## config.mk

```make
export PLATFORM = sky130hd
export DESIGN_NAME = uoe_out_ep0_control
export DESIGN_NICKNAME = d
export VERILOG_FILES = /design/src/rtl/uoe_pkg.sv /design/src/rtl/uoe_out_ep0_control.sv
export SDC_FILE = /design/constraint.sdc
export NUM_CORES = 1
export LEC_CHECK = 0
export BUFFER_PORTS_ARGS = -buffer_cell sky130_fd_sc_hd__buf_2
export CAP_MARGIN = 15
export CORE_ASPECT_RATIO = 2
export CORE_MARGIN = 1
export CORE_UTILIZATION = 27
export CTS_CLUSTER_SIZE = 28
export DETAILED_ROUTE_END_ITERATION = 10
export HOLD_SLACK_MARGIN = 0.1
export PLACE_DENSITY_LB_ADDON = 0.05
export SLEW_MARGIN = 5
export SYNTH_ARGS = -nofsm -noshare
export SYNTH_HDL_FRONTEND = slang
export SYNTH_SLANG_ARGS = --single-unit
```

## constraint.sdc

```tcl
create_clock -name sys_clk_i -period 2.45 [get_ports sys_clk_i]
set_input_delay 0.49 -clock sys_clk_i [delete_from_list [all_inputs] [get_ports sys_clk_i]]
set_output_delay 0.49 -clock sys_clk_i [all_outputs]
set_load 0.05 [all_outputs]
```

## src/rtl/uoe_pkg.sv

```systemverilog
package uoe_pkg;
    // register map
    localparam logic [11:0] OUT_EP0_CONTROL_ADDR = 12'hb00;
    localparam logic [31:0] OUT_EP0_CONTROL_RESET = 32'h0000_8000;
    // field positions
    localparam int ENDPOINT_ON_BIT = 31;
    localparam int ENDPOINT_OFF_REQUEST_BIT = 30;
    localparam int FORCE_NAK_SET_BIT = 27;
    localparam int FORCE_NAK_CLEAR_BIT = 26;
    localparam int STALL_BIT = 21;
    localparam int SNOOP_BIT = 20;
    localparam int TRANSFER_TYPE_LSB = 18;
    localparam int NAK_STATE_BIT = 17;
    localparam int ENDPOINT_LIVE_BIT = 15;
    localparam int MAX_PACKET_SIZE_LSB = 0;
    // fixed field values
    localparam logic [1:0] TRANSFER_TYPE_CONTROL = 2'h0;
    localparam logic ENDPOINT_LIVE_VALUE = 1'b1;
    // handshake answer codes
    typedef enum logic [1:0]
    {
        UOE_RESP_NONE,
        UOE_RESP_DATA,
        UOE_RESP_NAK,
        UOE_RESP_STALL
    } uoe_resp_e;
endpackage

```

## src/rtl/uoe_out_ep0_control.sv

```systemverilog
// Register access over APB was left to the implementer.
`timescale 1ns/100ps
// How it works
// - enable bit 31 set by software only, cleared by the core only
// - disable bit 30 reads zero; writes ignored
// - writing one to bit 27 sets nak state
// - writing one to bit 26 clears nak state
// - stall bit 21 set makes OUT transactions answered with STALL
// - core clears stall bit when a SETUP token arrives
// - stall beats nak when both set
// - snoop bit 20 set skips data CRC check
// - transfer type bits 19:18 read fixed 00, control
// - nak state only matters when stall and global out nak clear
// - nak state zero: answer follows enable bit and receive FIFO state
// - nak state one: every OUT token gets NAK
// - nak state read-only; changed only through set and clear strobes
// - active bit 15 always reads one
// - max packet size bits 1:0 mirror IN endpoint 0 field
// - register at 0xb00, reset value 0x00008000
module uoe_out_ep0_control
(
    // clock and reset
    input wire logic sys_clk_i,
    input wire logic rst_b_i,
    // apb slave
    input wire logic psel_i,
    input wire logic penable_i,
    input wire logic pwrite_i,
    input wire logic [11:0] paddr_i,
    input wire logic [31:0] pwdata_i,
    output logic [31:0] prdata_o,
    output logic pready_o,
    output logic pslverr_o,
    // core side events and status
    input wire logic setup_rcvd_i,
    input wire logic ep_done_i,
    input wire logic global_out_nak_state_i,
    input wire logic [1:0] in_ep0_max_packet_size_i,
    // out token decision
    input wire logic out_token_i,
    input wire logic fifo_room_i,
    output uoe_pkg::uoe_resp_e resp_o,
    output logic resp_valid_o,
    // steering outputs
    output logic endpoint_on_o,
    output logic stall_o,
    output logic nak_state_o,
    output logic crc_check_en_o
);

    logic wr_hit;
    logic rd_hit;
    logic endpoint_on_q;
    logic stall_q;
    logic snoop_q;
    logic nak_state_q;
    uoe_pkg::uoe_resp_e resp_d;
    uoe_pkg::uoe_resp_e resp_q;
    logic resp_valid_q;
    logic [31:0] rd_word;

    // single-cycle access phase, unmapped addresses error
    assign wr_hit = psel_i && penable_i && pwrite_i && (paddr_i == uoe_pkg::OUT_EP0_CONTROL_ADDR);
    assign rd_hit = paddr_i == uoe_pkg::OUT_EP0_CONTROL_ADDR;
    assign pready_o = 1'b1;
    assign pslverr_o = psel_i && penable_i && !rd_hit;

    // enable: software sets, core clears at end of transfer
    always_ff @(posedge sys_clk_i or negedge rst_b_i)
    begin
        if (!rst_b_i)
            endpoint_on_q <= 1'b0;
        else if (wr_hit && pwdata_i[uoe_pkg::ENDPOINT_ON_BIT])
            endpoint_on_q <= 1'b1;
        else if (ep_done_i)
            endpoint_on_q <= 1'b0;
    end

    // stall: setup clear is the hardware event, so it wins over a software set
    always_ff @(posedge sys_clk_i or negedge rst_b_i)
    begin
        if (!rst_b_i)
            stall_q <= 1'b0;
        else if (setup_rcvd_i)
            stall_q <= 1'b0;
        else if (wr_hit && pwdata_i[uoe_pkg::STALL_BIT])
            stall_q <= 1'b1;
    end

    // snoop mode is plain read/write
    always_ff @(posedge sys_clk_i or negedge rst_b_i)
    begin
        if (!rst_b_i)
            snoop_q <= 1'b0;
        else if (wr_hit)
            snoop_q <= pwdata_i[uoe_pkg::SNOOP_BIT];
    end

    // nak state only through strobes; set wins if both written
    always_ff @(posedge sys_clk_i or negedge rst_b_i)
    begin
        if (!rst_b_i)
            nak_state_q <= 1'b0;
        else if (wr_hit && pwdata_i[uoe_pkg::FORCE_NAK_SET_BIT])
            nak_state_q <= 1'b1;
        else if (wr_hit && pwdata_i[uoe_pkg::FORCE_NAK_CLEAR_BIT])
            nak_state_q <= 1'b0;
    end

    // answer priority: stall, then global nak, then local nak, then fifo
    always_comb
    begin
        resp_d = uoe_pkg::UOE_RESP_NONE;
        if (stall_q)
            resp_d = uoe_pkg::UOE_RESP_STALL;
        else if (global_out_nak_state_i || nak_state_q)
            resp_d = uoe_pkg::UOE_RESP_NAK;
        else if (endpoint_on_q && fifo_room_i)
            resp_d = uoe_pkg::UOE_RESP_DATA;
        else
            resp_d = uoe_pkg::UOE_RESP_NAK;
    end

    // answer registered one cycle after the token
    always_ff @(posedge sys_clk_i or negedge rst_b_i)
    begin
        if (!rst_b_i)
        begin
            resp_q <= uoe_pkg::UOE_RESP_NONE;
            resp_valid_q <= 1'b0;
        end
        else
        begin
            resp_q <= out_token_i ? resp_d : uoe_pkg::UOE_RESP_NONE;
            resp_valid_q <= out_token_i;
        end
    end

    // read word: fixed fields and strobes read as constants
    always_comb
    begin
        rd_word = '0;
        rd_word[uoe_pkg::ENDPOINT_ON_BIT] = endpoint_on_q;
        rd_word[uoe_pkg::ENDPOINT_OFF_REQUEST_BIT] = 1'b0;
        rd_word[uoe_pkg::FORCE_NAK_SET_BIT] = 1'b0;
        rd_word[uoe_pkg::FORCE_NAK_CLEAR_BIT] = 1'b0;
        rd_word[uoe_pkg::STALL_BIT] = stall_q;
        rd_word[uoe_pkg::SNOOP_BIT] = snoop_q;
        rd_word[uoe_pkg::TRANSFER_TYPE_LSB +: 2] = uoe_pkg::TRANSFER_TYPE_CONTROL;
        rd_word[uoe_pkg::NAK_STATE_BIT] = nak_state_q;
        rd_word[uoe_pkg::ENDPOINT_LIVE_BIT] = uoe_pkg::ENDPOINT_LIVE_VALUE;
        rd_word[uoe_pkg::MAX_PACKET_SIZE_LSB +: 2] = in_ep0_max_packet_size_i;
    end

    // read data registered at setup so it is stable in the access phase
    always_ff @(posedge sys_clk_i or negedge rst_b_i)
    begin
        if (!rst_b_i)
            prdata_o <= 32'h0000_0000;
        else if (psel_i && !penable_i && !pwrite_i)
            prdata_o <= rd_hit ? rd_word : 32'h0000_0000;
    end

    assign resp_o = resp_q;
    assign resp_valid_o = resp_valid_q;
    assign endpoint_on_o = endpoint_on_q;
    assign stall_o = stall_q;
    assign nak_state_o = nak_state_q;
    assign crc_check_en_o = !snoop_q;
endmodule

```

==> flow_summary_export.csv <==
group,metric,value,unit
synth,ys.warnings.count,0,
synth,yosysSeqAreaShare,44.73,%
power_and_ir_drop,pwr-share-comb,22.8,%
route,drt_iter0_drc,6,
global_routing,grt_max_degree,15,
route,drcViolationCount,0,
synth,yosys_most_used_dff,"dfrtp_1",
floorplan,coreArea,2736,um2
sta,finalMaxSlewViolations,0,
critical_path,worstSetupEndpointType,"output port",
clock_tree,cts_setup_buffers,0,
sta,rsz0062_at_grt,"false",
run,maxCapViolCount,0,
cells_and_area,area_delta_synth_final,24.76,%
floorplan,die_h,78.17,um
cells_and_area,final_design_area_no_fill,977.2,um2
clock_tree,cts_buffers,3,
sta,clock_skew,0.003640,ns
cells_and_area,final_cell_count_no_fill,148,
sta,hold_violations,0,
critical_path,crit_fanout,2,
synth,netlist_top_cells_count,"buf_4, dfrtp_1, a22o_1",
synth,syn_area,783.3,um2
route,finalWirelength,1577,um
clock_tree,clk_path_buf_depth,2,
floorplan,num_io_pins,97,
place,portBuffers,43,
clock_tree,cts-resized-gates,0,
global_routing,antenna_found_initial,0,
clock_tree,cts.sinks,14,
place,place_congestion,0.6443,
cells_and_area,utilization,35.71,%
synth,netlist.top_cell.by_area,"dfrtp_1",
global_routing,top_usage_layer,"met2",
clock_tree,insertion_delay,0.24,ns
synth,synth.avg_cell_area,10.44,um2
critical_path,arrival,1.59,ns
floorplan,start_util,28.62,%
sta,setup_viol,0,
power_and_ir_drop,ir_drop,0.2383,mV
global_routing,grt_pass1_vias,528,
place,hpwl,1327,um
global_routing,grt_usage,10.26,%
synth,yosysUniqueCellTypes,19,
sta,fmax,0.4808,GHz
synth,synth_edf_count,0,
sta,fin_setup_tns,0,ns
cells_and_area,drive_gt1_share,42.86,%
power_and_ir_drop,clkPwrFrac,37.4,%
floorplan,die_area,3133,um2
clock_tree,path_clk_slew,0.06,ns
synth,synth_seq_cells,14,
global_routing,global_route.usage.met3,2.825,%
route,route.vias.total,614,
status,outcome,"completed",
cells_and_area,nFillCells,299,
clock_tree,cts_tree,"yes",
critical_path,start_kind,"input pin",
power_and_ir_drop,p_sw_share,32.59,%
power_and_ir_drop,p_per_area,601.3,nW/um2
synth,async_flop_share,100.0,%
floorplan,rows,27,
min_path,hp-class,"input pin to asynchronous set/reset pin",
sta,fin_crit_sh,84.90,%
place,place_area,922.1,um2
power_and_ir_drop,p_switching,0.1915,mW
power_and_ir_drop,seqPwrFrac,39.8,%
synth,synthCells,75,
place,dp_cells,144,
clock_tree,cts-root-buf,"clkbuf_8",
global_routing,gr-usage-met2,16.77,%
critical_path,critPathKind,"input pin to output port",
global_routing,grt_use_met1,9.591,%
place,pre_cts_slack,0.3652,ns
route,avgViaCountPerCell,4.149,
cells_and_area,nets,176,
power_and_ir_drop,leakagePower,0.5780,nW
synth,synthTopCellsByArea,"dfrtp_1, buf_4, a22o_1",
route,dr.pass1.iters,4,
clock_tree,holdBufCountCts,0,
cells_and_area,antenna_cells,0,
clock_tree,cts_max_level,1,
route,antenna_left,0,
critical_path,critPathRequiredTime,1.96,ns
power_and_ir_drop,intPower,0.3960,mW
sta,min_period,2.080,ns
global_routing,overflow,0,
route,wire_per_inst,10.66,um
global_routing,grt_pass1_wl,2180,um
sta,layout_setup_ws,0.3700,ns
synth,yosysMostFrequentCell,"buf_4",
floorplan,die_w,40.09,um
synth,synth_top_area_share,44.73,%
==> cells in the final DEF, fill, tap and decap left out <==
| cell | netlist | final |
|---|---|---|
| dfrtp_1 | 14 | 14 |
| nor3_2 | 1 | 1 |
| a21o_1 | 1 | 1 |
| and3_1 | 1 | 1 |
| buf_2 | 0 | 43 |
| or4_4 | 2 | 2 |
| nand3_1 | 1 | 1 |
| o21a_1 | 1 | 1 |
| o21ai_0 | 2 | 2 |
| nor3_1 | 1 | 1 |
| o41a_1 | 1 | 1 |
| a22o_1 | 7 | 7 |
| nor4_4 | 1 | 1 |
| nand4b_1 | 1 | 1 |
| clkbuf_8 | 0 | 4 |
| inv_1 | 2 | 2 |
| conb_1 | 2 | 26 |
| nand2_1 | 6 | 6 |
| nor2_1 | 3 | 3 |
| a21oi_1 | 1 | 1 |
==> power groups by stage <==
stage	Sequential [mW]	Clock [mW]	Combinational, mW
after floorplan	0.244	0	0.129
after global placement	0.238	0	0.134
after detailed placement	0.238	0	0.134
after CTS	0.234	0.231	0.134
after global routing	0.234	0.238	0.141
final	0.234	0.220	0.134
==> routing by layer <==
metal / share of wire (%) / wire length (um)
met1: 34 / 531
met2: 54 / 850
met3: 9.4 / 149
met4: 2.9 / 46
met5: 0 / 0
==> worst max-delay path, stage by stage <==
cell and delay, ns:
buf_2 0.10, or4_4 0.55, nor3_2 0.19, nor2_1 0.05
buf_2 0.20
==> area by class of cell <==
type	count	area (um2)	area share, %
Inverter	2	7.507	0.7682
Sequential cell	14	350.3	35.85
Timing Repair Buffer	43	215.2	22.02
Multi-Input combinational cell	56	312.8	32.01
Tap cell	29	36.28	3.713
Clock buffer	4	55.05	5.634
==> registers in the layout, indices dropped and copies added, names as in the netlist <==
signal and count:
prdata_o 7, resp_o 2, endpoint_on_o 1, nak_state_o 1
resp_valid_o 1, snoop_q 1, stall_o 1
==> worst paths after layout <==
kind | start | to | slack (ns) | cells past startpoint
worst min register to register | prdata_o[15] | prdata_o[15] | 0.47 | 1
worst min-delay path | rst_b_i | resp_o[0] | 0.13 | 1
worst max-delay path | paddr_i[5] | pslverr_o | 0.37 | 5
worst max register to register | stall_o | resp_o[1] | 1.48 | 1
max in group asynchronous | rst_b_i | prdata_o[1] | 2.08 | 1
min in group sys_clk_i | setup_rcvd_i | stall_o | 0.39 | 2
==> per-stage QoR <==
stage | power, mW | hold slack [ns]
3_3_place_gp | 0.3712 | 0.4061
4_1_cts | 0.5983 | 0.1361
2_1_floorplan | 0.3732 | 0.1944
5_1_grt | 0.6123 | 0.1432
3_5_place_dp | 0.3719 | 0.4034
6_report | 0.5875 | 0.1258
==> cell families (layout without fill, tap and decap cells) <==
kind of cell	count (synthesis)	in the layout	share of synthesized area (%)
flip-flops	14	14	44.73
buffers and inverters	29	49	26.84
other	2	26	0.9588
AO/OA/AOI/OAI	13	13	13.10
AND/OR/NAND/NOR	17	17	14.38
Note: power is estimated with default switching activity, not from simulation.
